==> src/icg_pkg.sv <==
// Constants for the internal clock generator tuning block
package icg_pkg;

  // Register indices; byte address is four times the index
  localparam int unsigned ADDR_W        = 10;
  localparam logic [7:0]  IDX_CTRL      = 8'h36;
  localparam logic [7:0]  IDX_MULT      = 8'h37;
  localparam logic [7:0]  IDX_TRIM      = 8'h38;
  localparam logic [7:0]  IDX_DIV       = 8'h39;
  localparam logic [7:0]  IDX_STAGE     = 8'h3A;

  // Control register fields
  localparam int unsigned CTRL_WAKE_BIT   = 0;
  localparam int unsigned CTRL_STABLE_BIT = 2;
  localparam int unsigned CTRL_ENABLE_BIT = 3;

  // Values after reset
  localparam logic        ENABLE_RESET  = 1'b1;
  localparam logic [6:0]  MULT_RESET    = 7'h15;
  localparam logic [7:0]  TRIM_RESET    = 8'h80;
  localparam logic [3:0]  DIV_RESET     = 4'h5;
  localparam logic [7:0]  STAGE_RESET   = 8'hC0;

  // Capacitor array and trim
  localparam logic [9:0]  CAP_FIXED     = 10'h180;
  localparam int unsigned TRIM_STEP_PCT_X1000 = 195;
  localparam logic [15:0] FACTORY_TRIM_ADDR   = 16'h7FEF;

  // Loop filter and bus clock divide
  localparam logic [3:0]  DIV_TOP       = 4'hF;
  localparam logic [7:0]  STAGE_TOP     = 8'hFF;
  localparam logic [7:0]  STAGE_HALF    = 8'h80;
  localparam int unsigned STABLE_BAND_INV = 20;
  localparam logic [1:0]  BUS_TICK_LAST = 2'h3;

  // Timing: one correction spans four base clock periods
  localparam int unsigned SYS_FREQ_HZ   = 25000000;
  localparam int unsigned BASE_FREQ_HZ  = 307200;
  localparam int unsigned BASE_PER_CORR = 4;
  localparam int unsigned CORR_CYCLES_DEF =
    (SYS_FREQ_HZ * BASE_PER_CORR) / BASE_FREQ_HZ;

endpackage

==> src/dco_ticker.sv <==
// Digitally controlled oscillator model: half-period tick generator
`timescale 1ns/1ps
module dco_ticker #(
  parameter int unsigned PERIOD_SHIFT = 4
) (
  // Clock and reset
  input  wire logic       clk_sys,
  input  wire logic       arst_n,
  // Operating point
  input  wire logic       run,
  input  wire logic [3:0] div,
  input  wire logic [7:0] stage,
  // Half-period pulse
  output logic            tick
);
  typedef struct packed {
    logic [23:0] cnt;
    logic        tick;
  } dco_s;

  dco_s s_r;
  dco_s s_nxt;
  logic [23:0] half_len;

  always_comb begin
    // Period grows as two^div times stage
    half_len = (24'(stage) << div) >> PERIOD_SHIFT;
    if (half_len == 24'h0) begin
      half_len = 24'h1;
    end
    s_nxt      = s_r;
    s_nxt.tick = 1'b0;
    if (!run) begin
      // Restart from current operating point on next run
      s_nxt.cnt = 24'h0;
    end else if (s_r.cnt >= half_len - 24'h1) begin
      s_nxt.cnt  = 24'h0;
      s_nxt.tick = 1'b1;
    end else begin
      s_nxt.cnt = s_r.cnt + 24'h1;
    end
  end

  always_ff @(posedge clk_sys or negedge arst_n) begin
    if (!arst_n) begin
      s_r <= '0;
    end else begin
      s_r <= s_nxt;
    end
  end

  assign tick = s_r.tick;
endmodule

==> src/icg_core.sv <==
// Internal clock generator: registers, loop filter and clock outputs
`timescale 1ns/1ps
module icg_core #(
  parameter int unsigned CORR_CYCLES  = icg_pkg::CORR_CYCLES_DEF,
  parameter int unsigned BASE_K       = 64,
  parameter int unsigned PERIOD_SHIFT = 4
) (
  // Clock and reset
  input  wire logic                       clk_sys,
  input  wire logic                       arst_n,
  // Avalon-MM slave
  input  wire logic [icg_pkg::ADDR_W-1:0] address,
  input  wire logic                       read,
  input  wire logic                       write,
  input  wire logic [31:0]                writedata,
  output logic      [31:0]                readdata,
  output logic                            waitrequest,
  // Processor state and factory trim
  input  wire logic                       wait_mode,
  input  wire logic                       stop_mode,
  input  wire logic                       factory_trim_valid,
  input  wire logic [7:0]                 factory_trim,
  // Clock outputs and wake request
  output logic                            osc_clock_out,
  output logic                            main_clock_out,
  output logic                            wake_req
);
  import icg_pkg::*;

  typedef struct packed {
    logic        wr;
    logic [31:0] rdata;
    logic        en;
    logic        wake_en;
    logic [6:0]  mult;
    logic [7:0]  trim;
    logic [3:0]  div;
    logic [7:0]  stage;
    logic        stable;
    logic [15:0] corr_cnt;
    logic        trim_done;
    logic        osc;
    logic        main;
    logic [1:0]  main_cnt;
    logic        wake;
  } icg_s;

  icg_s s_r;
  icg_s s_nxt;

  logic        run;
  logic        tick;
  logic        corr_tick;
  logic        wr_take;
  logic        rd_take;
  logic [23:0] period_now;
  logic [23:0] period_goal;

  function automatic logic addr_hit(input logic [ADDR_W-1:0] a, input logic [7:0] idx);
    addr_hit = (a == {idx, 2'b00});
  endfunction

  function automatic logic [23:0] cur_period(input logic [3:0] d, input logic [7:0] st);
    cur_period = 24'(st) << d;
  endfunction

  // Target in stage units: capacitor size scaled, divided by multiplier
  function automatic logic [23:0] goal_period(input logic [7:0] tr, input logic [6:0] n);
    logic [23:0] cap;
    logic [23:0] nn;
    cap = 24'(CAP_FIXED) + 24'(tr);
    nn  = (n == 7'h0) ? 24'h1 : 24'(n);
    goal_period = 24'((cap * 24'(BASE_K)) / nn);
  endfunction

  function automatic logic in_band(input logic [23:0] p, input logic [23:0] t);
    logic [23:0] diff;
    diff    = (p > t) ? p - t : t - p;
    in_band = (32'(diff) * 32'(STABLE_BAND_INV)) <= 32'(t);
  endfunction

  assign run         = s_r.en && !stop_mode;
  assign wr_take     = write && !s_r.wr;
  assign rd_take     = read && s_r.wr;
  assign corr_tick   = run && (32'(s_r.corr_cnt) == CORR_CYCLES - 1);
  assign period_now  = cur_period(s_r.div, s_r.stage);
  assign period_goal = goal_period(s_r.trim, s_r.mult);

  dco_ticker #(
    .PERIOD_SHIFT (PERIOD_SHIFT)
  ) u_dco (
    .clk_sys (clk_sys),
    .arst_n  (arst_n),
    .run     (run),
    .div     (s_r.div),
    .stage   (s_r.stage),
    .tick    (tick)
  );

  always_comb begin
    s_nxt = s_r;

    // One-cycle answer: waitrequest drops the cycle after a request
    s_nxt.wr = 1'b1;
    if ((read || write) && s_r.wr) begin
      s_nxt.wr = 1'b0;
    end
    if (rd_take) begin
      s_nxt.rdata = 32'h0;
      if (addr_hit(address, IDX_CTRL)) begin
        s_nxt.rdata[CTRL_ENABLE_BIT] = s_r.en;
        s_nxt.rdata[CTRL_STABLE_BIT] = s_r.stable;
        s_nxt.rdata[CTRL_WAKE_BIT]   = s_r.wake_en;
      end else if (addr_hit(address, IDX_MULT)) begin
        s_nxt.rdata[6:0] = s_r.mult;
      end else if (addr_hit(address, IDX_TRIM)) begin
        s_nxt.rdata[7:0] = s_r.trim;
      end else if (addr_hit(address, IDX_DIV)) begin
        s_nxt.rdata[3:0] = s_r.div;
      end else if (addr_hit(address, IDX_STAGE)) begin
        s_nxt.rdata[7:0] = s_r.stage;
      end
    end

    // Factory trim taken once after reset release
    if (!s_r.trim_done) begin
      s_nxt.trim_done = 1'b1;
      if (factory_trim_valid) begin
        s_nxt.trim = factory_trim;
      end
    end

    // Register writes
    if (wr_take) begin
      if (addr_hit(address, IDX_CTRL)) begin
        s_nxt.en      = writedata[CTRL_ENABLE_BIT];
        s_nxt.wake_en = writedata[CTRL_WAKE_BIT];
      end else if (addr_hit(address, IDX_MULT)) begin
        s_nxt.mult   = writedata[6:0];
        s_nxt.stable = 1'b0;
      end else if (addr_hit(address, IDX_TRIM)) begin
        s_nxt.trim   = writedata[7:0];
        s_nxt.stable = 1'b0;
      end else if (addr_hit(address, IDX_DIV) && !s_r.en) begin
        s_nxt.div = writedata[3:0];
      end else if (addr_hit(address, IDX_STAGE) && !s_r.en) begin
        s_nxt.stage = writedata[7:0];
      end
    end

    if (!run) begin
      // Halted: outputs low, bus divide and correction counters and stable flag cleared, operating point and other registers retained
      s_nxt.osc      = 1'b0;
      s_nxt.main     = 1'b0;
      s_nxt.main_cnt = 2'h0;
      s_nxt.corr_cnt = 16'h0;
      s_nxt.stable   = 1'b0;
    end else begin
      if (tick) begin
        s_nxt.osc      = !s_r.osc;
        s_nxt.main_cnt = s_r.main_cnt + 2'h1;
        // Bus clock is the internal clock divided by four
        if (s_r.main_cnt == BUS_TICK_LAST) begin
          s_nxt.main = !s_r.main;
        end
      end
      if (corr_tick) begin
        s_nxt.corr_cnt = 16'h0;
        // Loop filter: one step toward the target period
        if (period_now < period_goal) begin
          if (s_r.stage == STAGE_TOP && s_r.div != DIV_TOP) begin
            s_nxt.stage = STAGE_HALF;
            s_nxt.div   = s_r.div + 4'h1;
          end else if (s_r.stage != STAGE_TOP) begin
            s_nxt.stage = s_r.stage + 8'h1;
          end
        end else if (period_now > period_goal) begin
          if (s_r.stage < STAGE_HALF && s_r.div != 4'h0) begin
            s_nxt.stage = {s_r.stage[6:0], 1'b0};
            s_nxt.div   = s_r.div - 4'h1;
          end else if (s_r.stage > 8'h1) begin
            s_nxt.stage = s_r.stage - 8'h1;
          end
        end
        s_nxt.stable = in_band(period_now, period_goal);
      end else begin
        s_nxt.corr_cnt = s_r.corr_cnt + 16'h1;
      end
    end

    // Wake request while waiting once the clock is usable
    s_nxt.wake = wait_mode && s_r.wake_en && s_r.stable && s_r.en;
  end

  always_ff @(posedge clk_sys or negedge arst_n) begin
    if (!arst_n) begin
      s_r           <= '0;
      s_r.wr        <= 1'b1;
      s_r.en        <= ENABLE_RESET;
      s_r.mult      <= MULT_RESET;
      s_r.trim      <= TRIM_RESET;
      s_r.div       <= DIV_RESET;
      s_r.stage     <= STAGE_RESET;
    end else begin
      s_r <= s_nxt;
    end
  end

  assign readdata       = s_r.rdata;
  assign waitrequest    = s_r.wr;
  assign osc_clock_out  = s_r.osc;
  assign main_clock_out = s_r.main;
  assign wake_req       = s_r.wake;
endmodule

==> config.mk <==
export PLATFORM = sky130hd
export DESIGN_NAME = icg_core
export DESIGN_NICKNAME = d
export VERILOG_FILES = /design/src/icg_pkg.sv /design/src/dco_ticker.sv /design/src/icg_core.sv
export SDC_FILE = /design/constraint.sdc
export NUM_CORES = 1
export LEC_CHECK = 0
export BUFFER_PORTS_ARGS = -buffer_cell sky130_fd_sc_hd__buf_2
export CORE_MARGIN = 1
export CORE_UTILIZATION = 50
export CTS_CLUSTER_SIZE = 28
export DETAILED_ROUTE_END_ITERATION = 16
export PLACE_DENSITY = 0.64
export SETUP_SLACK_MARGIN = 0.3
export SLEW_MARGIN = 20
export SYNTH_ARGS = -nofsm -noshare
export SYNTH_HDL_FRONTEND = slang
export SYNTH_SLANG_ARGS = --single-unit
==> constraint.sdc <==
create_clock -name clk_sys -period 79.8 [get_ports clk_sys]
set_input_delay 3.99 -clock clk_sys [delete_from_list [all_inputs] [get_ports clk_sys]]
set_output_delay 3.99 -clock clk_sys [all_outputs]
set_load 0.005 [all_outputs]
==> results of run 1 <==
==> worst paths after layout <==
kind / from / endpoint / slack, ns / cells after the start
worst max-delay path: s_r[49] / s_r[22] / 8.34 / 312
worst min-delay path: waitrequest / waitrequest / 0.49 / 1
worst max register to register: s_r[49] / s_r[22] / 8.34 / 312
worst min register to register: waitrequest / waitrequest / 0.49 / 1
max in group asynchronous: arst_n / s_r[31] / 75.22 / 2
min in group asynchronous: arst_n / s_r[11] / 3.62 / 1
==> sequential cells by signal, indices dropped and copies added, names as in the netlist <==
register,cells
waitrequest,1
osc_clock_out,1
u_dco.tick,1
u_dco.s_r,24
readdata,8
wake_req,1
main_clock_out,1
s_r,49
==> metal layers <==
metal / wire length [um] / global-route usage
met3: 4260 / 0.0210
met1: 32700 / 0.437
met5: 0 / 0
met4: 1470 / 0.0735
met2: 28800 / 0.462
==> worst register-to-register path, delay by kind of cell (launching register included) <==
family                     cells  cell delay [ns]
DFF                            1             0.65
AOI/OAI and AO/OA            152            33.19
adders and majority gates     27             8.43
muxes                          4             1.42
xor gates and xnor gates       2             0.45
buffers and inverters         27             6.39
and+or+nand+nor              100            20.77
==> cell type report <==
| type | instances | area share |
|---|---|---|
| clock buffer | 9 | 0.00989 |
| clock inverter | 7 | 0.00324 |
| inverter | 133 | 0.0219 |
| multi-input combinational | 2691 | 0.821 |
| sequential | 86 | 0.0951 |
| tap | 585 | 0.0321 |
| timing repair buffer | 66 | 0.0170 |
==> cells by family (layout without fill, tap and decap cells) <==
kind of cell,Yosys count,count (layout),synth area share
DFF,86,86,0.0989
AOI/OAI and AO/OA,928,928,0.285
buffers and inverters,264,215,0.0538
muxes,96,96,0.0473
other,2,36,0.000343
and+or+nand+nor,1168,1168,0.278
adders and majority gates,290,290,0.167
xor gates and xnor gates,173,173,0.0696
==> synth_stat cells, types with 59 or more instances <==
cell / instances
nand3_1: 101
nor3_1: 116
dfrtp_1: 76
nor2_1: 285
o21ai_0: 177
xnor2_1: 102
a21o_1: 77
a21oi_1: 243
clkbuf_1: 64
nand2b_1: 59
nand2_1: 234
inv_1: 121
xor2_1: 70
ha_1: 286
o21a_1: 70
==> through the flow <==
step	worst slack, ns	hold slack [ns]
after floorplan	20.85	0.450
after global placement	10.64	0.466
after detailed placement	9.83	0.471
after CTS	9.44	0.491
after global routing	2.70	0.521
final	8.34	0.493
==> impl_metrics.csv, run 1 <==
group,metric,value,unit
logic_synthesis,synth-edff-count,0,
timing,setup_violations,0,
placed_design,placed_cell_area,22500,sq um
clocking,postCtsSetupBuffers,0,
floorplan,coreArea,43200,sq um
finish,fill_cells,4252,
worst_setup_path,cp_data_arrival_time,71.67,ns
floorplan,die_y,211,um
hold_path,hold_path_class,"register to register",
logic_synthesis,synth-main-ff-cell,"dfrtp_1",
clocking,ctsRootBufferMaster,"clkbuf_16",
logic_synthesis,synth_area_per_cell,7.28,sq um
drt,ant_nets,0,
timing,max_freq,0.0140,GHz
timing,hold_viol,0,
logic_synthesis,syn_inst,3007,
drt,drt-initial-drc-count,1997,
finish,diodes,0,
drt,wire_per_inst,18.8,um
floorplan,num_rows,76,
logic_synthesis,ys_top_cells_by_area,"ha_1 16%, dfrtp_1 8.7%, a21oi_1 5.6%, nor2_1 4.9%, xnor2_1 4.1%",
placed_design,dpl.cell_count,3561,
finish,register_area,2160,sq um
worst_setup_path,path_common_cell,"o21a_1",
finish,final_common_cell,"ha_1",
logic_synthesis,synth_seq_cells,86,
logic_synthesis,synth_top_area_cell,"ha_1",
logic_synthesis,synth.top_cell.area_share,0.163,
clocking,clk_pin_slew_worst_paths,0.08,ns
clocking,cts_buffers,9,
placed_design,port_buffers,44,
drt,drt-pass1-iter-count,8,
floorplan,dieArea,44600,sq um
worst_setup_path,slowest_delay,0.71,ns
drt,vias,23000,
finish,final_cell_mix,"286 x ha_1, 285 x nor2_1, 243 x a21oi_1",
clocking,htreeDepth,3,
timing,rsz0062_at_grt,"false",
worst_setup_path,startpoint_type,"register",
timing,tightestPinTransition,1.08,ns
clocking,cts_resized,0,
timing,worst_clock_skew,0.0176,ns
logic_synthesis,synth.cell_area,21900,sq um
finish,post-route-util,0.527,
floorplan,io_pins,93,
finish,multi_input_area,18700,sq um
floorplan,initial_core_util,0.507,
worst_setup_path,cp_data_required_time,80.00,ns
clocking,clock_latency,0.36,ns
global_routing,grt_usage,0.296,
worst_setup_path,crit_path_top_delay_cell,"or4_1",
global_routing,grt_pass1_vias,21000,
logic_synthesis,yosys_warnings,0,
timing,maxSlewViolCount,0,
job,maxCapViolCount,0,
worst_setup_path,critPathMaxFanout,49,
worst_setup_path,crit_type,"register to register",
timing,period_minus_slack,71.46,ns
worst_setup_path,cp-end-kind,"register",
finish,nNetsFinal,3334,
drt,wirelength,67200,um
placed_design,post-dp-hpwl,53900,um
finish,final_cells,3577,
worst_setup_path,crit_family,"compound AO/OA/AOI/OAI gates",
floorplan,die-width,211,um
drt,routed_via_density,6.42,
finish,area_growth,3.99,%
global_routing,grt_pass1_wl,109000,um
timing,tns,0,ns
clocking,clkSinkCount,86,
logic_synthesis,yosysSeqAreaShare,0.0989,
logic_synthesis,ys_types,126,
worst_setup_path,critPathBufInv,27,
placed_design,place_congestion,0.959,
clocking,ctsHoldBuffers,0,
clocking,tritoncts,"built",
global_routing,grt_max_degree,50,
run_status,outcome,"complete, no violations",
finish,drive_above_1_share,0.0805,
finish,final_area,22800,sq um
logic_synthesis,synthArstFlopShare,1.00,
timing,period_share,0.896,
global_routing,antenna_found_initial,0,
timing,relSlewSlack,0.275,
clocking,clk_path_buf_depth,2,
drt,route.detailed.drc,0,
global_routing,grt_remaining_overflow,0,
Power of run 1 is left out: the tool's default activity adds up to more than one toggle a clock period on the data nets, which glitch-free logic cannot reach.
==> run 2: changes to the inputs <==
- CORE_MARGIN: 1 -> 2
==> impl_metrics.csv, run 2 (synthesized netlist as in run 1, its figures left out) <==
group,metric,value,unit
clocking,htreeDepth,3,
finish,drive_above_1_share,0.0802,
placed_design,post-dp-hpwl,54300,um
floorplan,io_pins,93,
clocking,clk_path_buf_depth,2,
timing,setup_violations,0,
drt,wirelength,68000,um
global_routing,grt_remaining_overflow,0,
drt,drt-initial-drc-count,1922,
drt,wire_per_inst,19.0,um
clocking,ctsHoldBuffers,0,
worst_setup_path,slowest_delay,0.76,ns
finish,final_area,22800,sq um
timing,tightestPinTransition,1.11,ns
floorplan,num_rows,76,
global_routing,antenna_found_initial,0,
timing,period_minus_slack,71.55,ns
drt,ant_nets,0,
floorplan,dieArea,45500,sq um
finish,final_cells,3576,
finish,regMostFlops,"s_r",
timing,fin_ws,8.25,ns
timing,maxSlewViolCount,0,
worst_setup_path,startpoint_type,"register",
job,maxCapViolCount,0,
timing,worst_clock_skew,0.0126,ns
finish,final_cell_mix,"286 x ha_1, 285 x nor2_1, 243 x a21oi_1",
worst_setup_path,crit_type,"register to register",
finish,diodes,0,
worst_setup_path,path_common_cell,"o21a_1",
drt,drt-pass1-iter-count,5,
run_status,outcome,"complete, no violations",
timing,max_freq,0.0140,GHz
worst_setup_path,cp-end-kind,"register",
placed_design,placed_cell_area,22500,sq um
clocking,postCtsSetupBuffers,0,
finish,nNetsFinal,3333,
timing,relSlewSlack,0.253,
finish,area_growth,4.17,%
drt,vias,22800,
placed_design,dpl.cell_count,3560,
drt,route.detailed.drc,0,
hold_path,hold_path_class,"register to register",
worst_setup_path,critPathMaxFanout,21,
clocking,clkSinkCount,86,
global_routing,grt_pass1_vias,21100,
worst_setup_path,cp_data_arrival_time,71.75,ns
timing,tns,0,ns
global_routing,grt_usage,0.295,
clocking,ctsRootBufferMaster,"clkbuf_16",
floorplan,coreArea,43200,sq um
clocking,tritoncts,"built",
global_routing,grt_pass1_wl,109000,um
worst_setup_path,r2r_slack,8.25,ns
global_routing,grt_max_degree,87,
clocking,cts_resized,0,
timing,period_share,0.897,
clocking,cts_buffers,9,
floorplan,initial_core_util,0.507,
placed_design,port_buffers,44,
timing,rsz0062_at_grt,"false",
drt,routed_via_density,6.36,
worst_setup_path,crit_path_top_delay_cell,"a21oi_2",
clocking,clk_pin_slew_worst_paths,0.07,ns
placed_design,dp_slack,9.48,ns
placed_design,place_congestion,0.959,
clocking,clock_latency,0.35,ns
finish,largest_reg_flops,49,
finish,final_common_cell,"ha_1",
timing,hold_viol,0,
floorplan,die_y,213,um
floorplan,die-width,213,um
worst_setup_path,cp_data_required_time,80.00,ns
[run 2: changes by cell type in the layout (fill, tap and decap cells not counted)]
cell / previous run / this run
inv_8: 2 / 0
clkbuf_8: 0 / 1
bufinv_16: 0 / 2
buf_4: 23 / 21
clkinv_4: 2 / 1
buf_6: 0 / 1
[run 2: layer usage]
layer  wire length [um]  GRT usage  vias to the layer above
met5                  0          0                        -
met4               1370     0.0572                        0
met1              33300      0.438                    10700
met2              29200      0.466                      786
met3               4040     0.0215                      112
li1                   -          -                    11100
[run 2: path summary, 6_finish.rpt]
kind / cells past startpoint / endpoint / from
max: 311 / s_r[22] / s_r[48]
min: 2 / readdata[3] / readdata[3]
max reg2reg: 311 / s_r[22] / s_r[48]
min reg2reg: 2 / readdata[3] / readdata[3]
max in group asynchronous: 1 / s_r[24] / arst_n
min in group asynchronous: 1 / s_r[11] / arst_n
[run 2: critical path: cells and delay by family, from the launching register on]
kind	cells	cell delay, ns
compound gates	145	32.89
simple gates	106	21.50
fa+ha+maj	27	8.40
buf+inv	27	6.08
mux	4	1.46
flops	1	0.58
xor+xnor	2	0.32
[run 2: per-stage QoR]
step                      utilization  hold WS, ns
after global placement          0.520        0.470
final                           0.528        0.490
after floorplan                     -        0.450
after CTS                       0.528        0.490
after detailed placement        0.520        0.473
after global routing            0.528        0.524
[run 2: layout make-up]
type                       count  area [sq um]
fill                        4330         20400
multi-input combinational   2691         18700
sequential                    86          2160
tap                          585           732
inverter                     133           499
timing repair buffer          65           384
clock buffer                  10           239
clock inverter                 6           103
Power of run 2 is left out for the same reason.
